$ cat src/pbus_pkg.sv
// Behaviour
// On low hold request, finish current transfer, then float address, data, strobe, read/write.
// During hold start no transfers; resume when hold request high or ignore bit set.
// Drive grant low in answer to low hold request once bus floats.
// Grant returns high when request high; stays high while ignore bit set.
// A transfer completes only on a cycle where ready is asserted.
// During reset stay idle; after release start fetching at the reset vector.
// Shutdown active floats every output and two-way pin and stops operation.
// After shutdown, system must reset with shutdown high to restore state.
// Acknowledge pulse issued only when the acknowledge instruction executes.
// Flag pins act as general-purpose inputs or outputs, or interlock handshake. Code gives general-purpose use only, no handshake.
// Read/write output high for reads, low for writes.
// Hold request sampled on the clock; bus released only at transfer boundary.
`default_nettype none
package pbus_pkg;
  localparam int unsigned ADDR_W = 24;
  localparam int unsigned DATA_W = 32;
  localparam logic [23:0] RESET_VECTOR_ADDR = 24'h00_0000;
  localparam logic [1:0]  FLAG_OUT_RST = 2'h0;
  localparam logic [1:0]  FLAG_DIR_RST = 2'h0;
  typedef enum logic [1:0] {ST_BOOT, ST_IDLE, ST_XFER, ST_HOLD} bus_state_t;
endpackage
`default_nettype wire

$ cat src/hold_if.sv
`default_nettype none
// Hold handshake between the bus controller and its arbiter
interface hold_if;
  logic req;      // Hold wanted (sampled, active high)
  logic at_bound; // No transfer in flight
  logic granted;  // Bus handed away
  modport arb (input req, input at_bound, output granted);
  modport ctl (output req, output at_bound, input granted);
endinterface
`default_nettype wire

$ cat src/hold_arbiter.sv
`default_nettype none
module hold_arbiter (
  input  wire logic ref_clk,
  input  wire logic sys_rst,
  input  wire logic ignore_hold_bit,
  hold_if.arb       h
);
  typedef struct packed {
    logic granted;
  } arb_state_t;
  arb_state_t s_q;
  arb_state_t s_d;

  always_comb
  begin
    s_d = s_q;
    if (ignore_hold_bit || !h.req)
      s_d.granted = 1'b0;
    else if (h.at_bound)
      s_d.granted = 1'b1;
  end

  always_ff @(posedge ref_clk or posedge sys_rst)
  begin
    if (sys_rst)
      s_q <= '0;
    else
      s_q <= s_d;
  end

  assign h.granted = s_q.granted;

  property p_grant_boundary;
    @(posedge ref_clk) disable iff (sys_rst)
      $rose(s_q.granted) |-> $past(h.at_bound);
  endproperty
  a_grant_boundary: assert property (p_grant_boundary) else $error("grant mid-transfer");

  property p_ignore;
    @(posedge ref_clk) disable iff (sys_rst)
      $past(ignore_hold_bit) |-> !s_q.granted;
  endproperty
  a_ignore: assert property (p_ignore) else $error("grant while ignoring hold");
endmodule // hold_arbiter
`default_nettype wire

$ cat src/pbus_ctrl.sv
`default_nettype none
module pbus_ctrl #(
  parameter int unsigned AW = pbus_pkg::ADDR_W,
  parameter int unsigned DW = pbus_pkg::DATA_W
) (
  input  wire logic          ref_clk,
  input  wire logic          sys_rst,
  input  wire logic          reset_n,
  input  wire logic          shutdown_float_n,
  input  wire logic          hold_req_n,
  input  wire logic          ready_n,
  input  wire logic          ignore_hold_bit,
  input  wire logic          req_valid,
  input  wire logic          req_write,
  input  wire logic [AW-1:0] req_addr,
  input  wire logic [DW-1:0] req_wdata,
  input  wire logic          int_ack_pulse_n_exec,
  input  wire logic [1:0]    flag_out_set,
  input  wire logic [1:0]    flag_dir_set,
  input  wire logic          flag_load,
  input  wire logic [DW-1:0] data_i,
  input  wire logic [1:0]    ext_flag_pins_i,
  output logic               req_ready,
  output logic               rsp_valid,
  output logic [DW-1:0]      rsp_rdata,
  output logic [1:0]         flag_in,
  output logic [AW-1:0]      addr_o,
  output logic               addr_oe,
  output logic [DW-1:0]      data_o,
  output logic               data_oe,
  output logic               access_strobe_n,
  output logic               ctl_oe,
  output logic               read_write,
  output logic               bus_hold_grant_n,
  output logic               hold_grant_oe,
  output logic               int_ack_pulse_n,
  output logic               int_ack_pulse_n_oe,
  output logic [1:0]         ext_flag_pins_o,
  output logic [1:0]         ext_flag_pins_oe
);
  if (AW != 24 || DW != 32)
  begin : g_width_check
    $error("pbus_ctrl supports only a 24-bit address and 32-bit data bus");
  end

  // ==========================================================
  // State
  // ==========================================================
  typedef struct packed {
    pbus_pkg::bus_state_t st;
    logic                 hold_s;
    logic [AW-1:0]        addr;
    logic [DW-1:0]        wdata;
    logic                 wr;
    logic                 strobe_n;
    logic                 drive;
    logic                 grant_n;
    logic                 int_ack_pulse_n_n;
    logic                 req_rdy;
    logic                 rsp_v;
    logic [DW-1:0]        rdata;
    logic [1:0]           fl_out;
    logic [1:0]           fl_dir;
    logic [1:0]           fl_in;
    logic                 rw;
    logic                 aoe;
    logic                 coe;
    logic                 doe;
    logic                 goe;
    logic                 ioe;
    logic [1:0]           foe;
  } ctl_state_t;
  ctl_state_t s_q;
  ctl_state_t s_d;
  hold_if     h ();
  logic       sd;
  logic       flt;

  assign sd = !shutdown_float_n;
  assign flt = sd || !reset_n;
  assign h.req = s_q.hold_s;
  assign h.at_bound = (s_q.st == pbus_pkg::ST_IDLE) || (s_q.st == pbus_pkg::ST_HOLD);

  hold_arbiter u_arb (
    .ref_clk         (ref_clk),
    .sys_rst         (sys_rst),
    .ignore_hold_bit (ignore_hold_bit),
    .h               (h)
  );

  // ==========================================================
  // Next state
  // ==========================================================
  always_comb
  begin
    s_d = s_q;
    s_d.hold_s = !hold_req_n;
    s_d.rsp_v = 1'b0;
    s_d.int_ack_pulse_n_n = 1'b1;
    s_d.req_rdy = 1'b0;
    s_d.fl_in = ext_flag_pins_i;
    if (flag_load)
    begin
      s_d.fl_out = flag_out_set;
      s_d.fl_dir = flag_dir_set;
    end
    if (int_ack_pulse_n_exec)
      s_d.int_ack_pulse_n_n = 1'b0;
    if (!reset_n)
    begin
      s_d.st = pbus_pkg::ST_BOOT;
      s_d.strobe_n = 1'b1;
      s_d.drive = 1'b0;
      s_d.int_ack_pulse_n_n = 1'b1;
      s_d.grant_n = 1'b1;
      s_d.fl_out = pbus_pkg::FLAG_OUT_RST;
      s_d.fl_dir = pbus_pkg::FLAG_DIR_RST;
    end
    else if (sd)
    begin
      // Frozen while floated; contents are not trusted until the next reset
      s_d = s_q;
      s_d.hold_s = !hold_req_n;
      s_d.rsp_v = 1'b0;
      s_d.req_rdy = 1'b0;
      s_d.int_ack_pulse_n_n = 1'b1;
    end
    else
    begin
      unique case (s_q.st)
        pbus_pkg::ST_BOOT:
        begin
          // First fetch from the reset vector
          s_d.addr = pbus_pkg::RESET_VECTOR_ADDR;
          s_d.wr = 1'b0;
          s_d.strobe_n = 1'b0;
          s_d.drive = 1'b1;
          s_d.st = pbus_pkg::ST_XFER;
        end
        pbus_pkg::ST_IDLE:
        begin
          s_d.drive = 1'b1;
          if (h.granted)
          begin
            s_d.drive = 1'b0;
            s_d.strobe_n = 1'b1;
            s_d.st = pbus_pkg::ST_HOLD;
          end
          else if (req_valid && (!s_q.hold_s || ignore_hold_bit))
          begin
            s_d.addr = req_addr;
            s_d.wdata = req_wdata;
            s_d.wr = req_write;
            s_d.strobe_n = 1'b0;
            s_d.req_rdy = 1'b1;
            s_d.st = pbus_pkg::ST_XFER;
          end
        end
        pbus_pkg::ST_XFER:
        begin
          if (!ready_n)
          begin
            s_d.strobe_n = 1'b1;
            s_d.rsp_v = !s_q.wr;
            s_d.rdata = data_i;
            s_d.st = pbus_pkg::ST_IDLE;
          end
        end
        pbus_pkg::ST_HOLD:
        begin
          s_d.grant_n = !h.granted;
          s_d.drive = 1'b0;
          if (!h.granted)
          begin
            s_d.grant_n = 1'b1;
            s_d.st = pbus_pkg::ST_IDLE;
          end
        end
      endcase
    end
    // Enables are worked out one cycle ahead so every pin comes straight from a flop
    s_d.rw = !s_d.wr;
    s_d.aoe = s_d.drive && !flt;
    s_d.coe = s_d.drive && !flt;
    s_d.doe = s_d.drive && s_d.wr && !s_d.strobe_n && !flt;
    s_d.goe = !flt;
    s_d.ioe = !flt;
    s_d.foe = flt ? 2'h0 : s_d.fl_dir;
  end

  always_ff @(posedge ref_clk or posedge sys_rst)
  begin
    if (sys_rst)
    begin
      s_q <= '0;
      s_q.st <= pbus_pkg::ST_BOOT;
      s_q.strobe_n <= 1'b1;
      s_q.grant_n <= 1'b1;
      s_q.int_ack_pulse_n_n <= 1'b1;
      s_q.fl_out <= pbus_pkg::FLAG_OUT_RST;
      s_q.fl_dir <= pbus_pkg::FLAG_DIR_RST;
      s_q.rw <= 1'b1;
    end
    else
      s_q <= s_d;
  end

  // ==========================================================
  // Pins
  // ==========================================================
  assign addr_o = s_q.addr;
  assign addr_oe = s_q.aoe;
  assign data_o = s_q.wdata;
  assign data_oe = s_q.doe;
  assign access_strobe_n = s_q.strobe_n;
  assign ctl_oe = s_q.coe;
  assign read_write = s_q.rw;
  assign bus_hold_grant_n = s_q.grant_n;
  assign hold_grant_oe = s_q.goe;
  assign int_ack_pulse_n = s_q.int_ack_pulse_n_n;
  assign int_ack_pulse_n_oe = s_q.ioe;
  assign ext_flag_pins_o = s_q.fl_out;
  assign ext_flag_pins_oe = s_q.foe;
  assign req_ready = s_q.req_rdy;
  assign rsp_valid = s_q.rsp_v;
  assign rsp_rdata = s_q.rdata;
  assign flag_in = s_q.fl_in;

  // ==========================================================
  // Checks
  // ==========================================================
  property p_float_on_grant;
    @(posedge ref_clk) disable iff (sys_rst)
      !bus_hold_grant_n |-> !addr_oe && !data_oe && !ctl_oe;
  endproperty
  a_float_on_grant: assert property (p_float_on_grant) else $error("bus driven in hold");

  property p_no_start_in_hold;
    @(posedge ref_clk) disable iff (sys_rst)
      s_q.st == pbus_pkg::ST_HOLD |=> s_q.st != pbus_pkg::ST_XFER;
  endproperty
  a_no_start_in_hold: assert property (p_no_start_in_hold) else $error("transfer in hold");

  property p_grant_needs_req;
    @(posedge ref_clk) disable iff (sys_rst)
      !bus_hold_grant_n |-> $past(s_q.hold_s, 1) || $past(s_q.hold_s, 2);
  endproperty
  a_grant_needs_req: assert property (p_grant_needs_req) else $error("grant without request");

  property p_xfer_ends_on_ready;
    @(posedge ref_clk) disable iff (sys_rst)
      (s_q.st == pbus_pkg::ST_XFER && ready_n && reset_n && shutdown_float_n)
        |=> s_q.st == pbus_pkg::ST_XFER && !access_strobe_n;
  endproperty
  a_xfer_ends_on_ready: assert property (p_xfer_ends_on_ready) else $error("ended without ready");

  property p_boot_vector;
    @(posedge ref_clk) disable iff (sys_rst)
      (s_q.st == pbus_pkg::ST_BOOT && reset_n && shutdown_float_n)
        |=> s_q.addr == pbus_pkg::RESET_VECTOR_ADDR && !access_strobe_n;
  endproperty
  a_boot_vector: assert property (p_boot_vector) else $error("no reset vector fetch");

  property p_shutdown_float;
    @(posedge ref_clk) disable iff (sys_rst)
      !shutdown_float_n |=> !addr_oe && !int_ack_pulse_n_oe && ext_flag_pins_oe == 2'h0;
  endproperty
  a_shutdown_float: assert property (p_shutdown_float) else $error("pin driven in shutdown");

  property p_int_ack_pulse_n_cause;
    @(posedge ref_clk) disable iff (sys_rst)
      !int_ack_pulse_n |-> $past(int_ack_pulse_n_exec) ##1 (int_ack_pulse_n || $past(int_ack_pulse_n_exec));
  endproperty
  a_int_ack_pulse_n_cause: assert property (p_int_ack_pulse_n_cause) else $error("stray acknowledge");

  property p_rw_level;
    @(posedge ref_clk) disable iff (sys_rst)
      (!access_strobe_n && ctl_oe) |-> read_write == !data_oe;
  endproperty
  a_rw_level: assert property (p_rw_level) else $error("read/write level wrong");

  property p_ignore_resume;
    @(posedge ref_clk) disable iff (sys_rst)
      (s_q.st == pbus_pkg::ST_IDLE && !h.granted && req_valid && ignore_hold_bit
        && reset_n && shutdown_float_n) |=> s_q.st == pbus_pkg::ST_XFER;
  endproperty
  a_ignore_resume: assert property (p_ignore_resume) else $error("ignore bit blocked start");
endmodule // pbus_ctrl
`default_nettype wire

$ cat config.mk
export PLATFORM = sky130hd
export DESIGN_NAME = pbus_ctrl
export DESIGN_NICKNAME = d
export VERILOG_FILES = /design/src/pbus_pkg.sv /design/src/hold_if.sv /design/src/hold_arbiter.sv /design/src/pbus_ctrl.sv
export SDC_FILE = /design/constraint.sdc
export NUM_CORES = 1
export LEC_CHECK = 0
export BUFFER_PORTS_ARGS = -buffer_cell sky130_fd_sc_hd__buf_2
export CAP_MARGIN = 20
export CORE_UTILIZATION = 45
export CTS_CLUSTER_SIZE = 20
export DETAILED_ROUTE_END_ITERATION = 7
export PLACE_DENSITY = 0.79
export SYNTH_ARGS = -nofsm -noshare
export SYNTH_HDL_FRONTEND = slang
export SYNTH_SLANG_ARGS = --single-unit
$ cat constraint.sdc
create_clock -name ref_clk -period 4.7 [get_ports ref_clk]
set_clock_uncertainty 0.2 [all_clocks]
set_input_delay 0.94 -clock ref_clk [delete_from_list [all_inputs] [get_ports ref_clk]]
set_output_delay 0.94 -clock ref_clk [all_outputs]
set_load 0.03 [all_outputs]
# --- Yosys cells after proc, flatten, opt, wreduce, memory -nomap -nowiden ---
# Index checks and enable logic that the tools add are counted.
classes:
  n_mul: 0
  n_reduce_logical: 26
  mux: 37
  n_eq_ne: 11
  shifts: 0
  addsub: 0
  div: 0
  bitwise_logic: 2
  order_cmp: 0
op_table:
  columns: ["op", "n"]
  rows:
  - ["two-way mux 34 bit", 2]
  - ["two-way mux 33 bit", 2]
  - ["two-way mux 58 bit", 1]
  - ["two-way mux 57 bit", 1]
  - ["case mux 24 bit (2 select lines)", 1]
  - ["two-way mux 4 bit", 4]
  - ["two-way mux 14 bit", 1]
  - ["two-way mux 2 bit", 7]
  - ["two-way mux 1 bit", 13]
  - ["two-way mux 10 bit", 1]
  - ["AND reduction 5 bit", 2]
  - ["zero test 1 bit", 9]
  - ["!= test 2 x 1 -> 1 bit, second input constant", 4]
  - ["case mux 2 bit (4 select lines)", 1]
  - ["AND reduction 4 bit", 2]
  - ["!= test 3 bit, second input constant", 2]
  - ["case mux 1 bit (3 select lines)", 2]
  - ["logical AND 1 bit", 5]
  - ["== test 2 bit, second input constant", 2]
  - ["!= test 4 x 2 -> 1 bit, second input constant", 1]
  - ["AND reduction 2 bit", 2]
  - ["nonzero test 2 bit", 2]
  - ["logical OR 1 bit", 3]
  - ["== test 2 x 1 -> 1 bit, second input constant", 1]
  - ["other kinds (4)", 5]
totals:
  ramBits: 0
  in_bits: 105
  ff_bits: 111
  romBits: 0
  latchBits: 0
  out_inout_bits: 105
  memories: 0

# --- Depth between registers and ports, before layout ---
logic_depth:
  ltp_word: 11
  depth_mapped: 6

# --- Hierarchy ---
# A second synthesis with hierarchy kept.
hier_totals:
  cells_unflattened: 379
  area_unflattened_um2: 4962.3
modules_own_cells:
  columns: ["mod", "cells_per_inst", "area_per_inst_um2", "instances"]
  rows:
  - ["pbus_ctrl", 375, 4917.2, 1]
  - ["hold_arbiter", 4, 45.0, 1]

# --- Worst setup path after synthesis ---
# Ideal clock, no wire load.
synth_timing:
  path_kind: "input port to flip-flop"
  startpoint: "input port ignore_hold_bit"
  endpoint: "register s_q, in the netlist data_o[26]"
  setup_time_ns: 0.127
  arrival_ns: 2.101
  slack_ns: 2.272
  n_path_buf: 2
  path_stages: 6
  path_cell_list: "nand2b_1 -> nand2_1 -> nor4_2 -> buf_4 -> buf_6 -> mux2_1"
synth_between:
  elab_chain_cells: 3
synth_rtl:
  columns: ["item", "line", "rtl"]
  rows:
  - ["from (decl)", "pbus_ctrl.sv:12", "input wire logic ignore_hold_bit,"]
  - ["logical OR 1 bit", "pbus_ctrl.sv:149", "else if (req_valid && (!s_q.hold_s || ignore_hold_bit))"]
  - ["logical AND 1 bit", "pbus_ctrl.sv:149", null]
  - ["AND reduction 5 bit (no line)", null, null]
  - ["to (decl)", "pbus_ctrl.sv:73", "ctl_state_t s_q;"]
# No other way between the ends.
# A chain may end at the register's enable or synchronous reset.

# --- Worst setup path after layout ---
layout_timing:
  startpoint: "input port ignore_hold_bit"
  endpoint: "register s_q, in the netlist data_o[9]"
# The elaborated chain is that of the path after synthesis.

==> out/qor.txt <==
Synth area leaders: dfrtp_1 (54%), buf_4 (15%), mux2_2 (13%), a22o_1 (4.3%), dfstp_2 (2.1%)
Seq. cell area: 2780 um2
Status: completed
Core Util, Final: 53.5%
Worst VDD drop: 0.192 mV
FFs w/ async S/R, synth: 100%
Average routed wire per standard cell: 14.9 um
Final Cell Area: 5600 um2
Worst Setup End Kind: flip-flop
First-pass DRT Iterations: 4
Initial antenna violation count: 0
Postcts setup bufs: 0
Syn_nets: 479
Final Power: 2260 uW
CP max FO: 57
Max Buffers Root-to-Sink: 2
Clock slew at reported path FFs: 0.10 ns
TritonCTS clock tree: yes
Routed vias: 3028
Post-synth top area cell: dfrtp_1
First-pass GRT wire length: 15000 um
Register area share after synthesis: 56.5%
P_leak: 0.00303 uW
Placed instance area: 5360 um2
I/O Buffers: 209
Top FF cell, synth: dfrtp_1
Diodes inserted: 0
Clock sinks: 111
Crit share post-route: 53.6%
Top-count cell post-synth: dfrtp_1
Via density: 4.81
Core area: 10500 um2
Post-CTS Hold Fix Bufs: 0
Final HPWL DP: 6980 um
GRT Residual Overflow: 0
DR iter-0 viols: 149
Synth top area share: 54.4%
Worst Path Class, Setup: primary input to flip-flop
CTS Buf Count: 9
Worst-Skew Late Latency: 0.36 ns
Placed Cells: 613
Die Width: 107 um
Setup_tns: 0 ns
WL final: 9410 um
Post-synth EDFFs: 0
WP data required: 4.75 ns
Placer's final routability congestion estimate: 0.780
Power Density: 405 nW/um2
Multi-input logic area: 1310 um2
Post-DRT Antenna Nets: 0
Yosys cell types: 33
Largest net degree at the start of global routing: 82
Post-CTS resize count: 0
Total GRT Usage: 16.9%
Synth warn: 0
RSZ-0062 raised after global routing: false
Die ar.: 11400 um2
Max Transition Viols Final: 0
H-tree depth: 3
Vias in the first global route: 3038
Fillers: 891
Finish-stage setup viols: 0
Num rows: 37
Die Y: 107 um
Fmax: 397 MHz
Final std cells w/o fill: 630
Post-Syn Area: 4920 um2
Slew of the pin with the lowest slew margin: 0.816 ns
Cells after synthesis: 374
Number of max-cap violations: 0
Synth Register Bits: 111
Final Hold Viols: 0
Worst hold path type: flip-flop to flip-flop
Initial core utilization: 47.1%
Nets: 594
Startpoint Class: primary input
Slew Limit Headroom: 45.6%
Period minus WS final: 2.52 ns
DRC viols: 0
CP arrival: 2.57 ns
Area growth from synthesis to layout: 13.6%
Layout cell share with drive strength beyond 1: 59.9%
Clk root buf: clkbuf_8
IO Count: 210
Syn_area_per_cell: 13.2 um2
Most common library cells after synthesis: dfrtp_1 (107), buf_4 (97), mux2_2 (58), a22o_1 (24), nand2_1 (14)
[final cells by class]
class                   instances  share of cell area (%)
flip-flops and latches        111                    49.7
multi-input cells             145                    23.3
repair buffers                213                    19.6
well taps                     136                    3.04
clock buffers                   9                    2.21
clock inverters                 7                    1.43
inverters                       9                   0.648
[routing by layer]
layer | up-vias | global-route usage [%] | share of wire, %
met4 | 0 | 7.53 | 2.0
li1 | 1414 | - | -
met3 | 14 | 3.59 | 6.9
met5 | - | 0 | 0
met1 | 1463 | 21.0 | 41
met2 | 137 | 28.5 | 50
[cells by family (layout without fill, tap and decap cells)]
family                 after synthesis  after routing  synth area share [%]
buffers and inverters              118            238                  17.1
DFF                                111            111                  56.5
muxes                               66             66                  15.1
AOI/OAI and AO/OA                   40             40                  6.73
and+or+nand+nor                     39             39                  4.52
[where the power goes]
| part | total (uW) | switching, uW | internal (uW) |
|---|---|---|---|
| Clock | 584 | 330 | 253 |
| Combinational | 556 | 360 | 196 |
| Sequential | 1120 | 55.6 | 1070 |
| Total | 2260 | 746 | 1520 |
[critical path: stages]
cell	delay (ns)
buf_2	0.08
nand2b_1	0.18
nand2_1	0.15
nor4_4	0.21
buf_4	0.55
mux2_2	0.41
[placed cells by master, fill, tap and decap left out, types with 2 or more instances in the layout]
master    Yosys  final
a21oi_1       5      5
a22o_1       24     24
a311oi_1      2      2
and2_1        3      3
buf_2         5    209
buf_4        97      3
clkbuf_8      0      9
clkinv_4      0      2
dfrtp_1     107    107
dfstp_2       4      4
inv_1         9      8
mux2_1        8      8
mux2_2       58     58
nand2_1      14     14
nand2b_1      5      5
nand3_1       6      6
nor2_1        3      3
nor3_1        2      2
nor4_4        1      2
[state kept, by name, summed over array words and instances, names as in the netlist, 2 cells and up]
| register | count |
|---|---|
| addr_o | 24 |
| data_o | 32 |
| ext_flag_pins_o | 2 |
| ext_flag_pins_oe | 2 |
| flag_in | 2 |
| rsp_rdata | 32 |
| s_q | 6 |
[through the flow]
step,hold slack [ns],setup slack (ns)
6_report,0.285,2.18
5_1_grt,0.312,2.03
4_1_cts,0.283,2.19
3_5_place_dp,0.258,1.77
3_3_place_gp,0.259,1.84
2_1_floorplan,0.217,0.636
[worst paths after layout]
check	start	end	slack [ns]	cells after the start
worst max-delay path	ignore_hold_bit	data_o[9]	2.18	6
worst min-delay path	s_q[52]	rsp_valid	0.29	1
worst max register to register	s_q[110]	data_o[9]	2.26	4
worst min register to register	s_q[52]	rsp_valid	0.29	1
max in group asynchronous	sys_rst	data_o[22]	2.90	4
min in group asynchronous	sys_rst	rsp_rdata[5]	0.36	2
(Power assumes the default switching activity.)
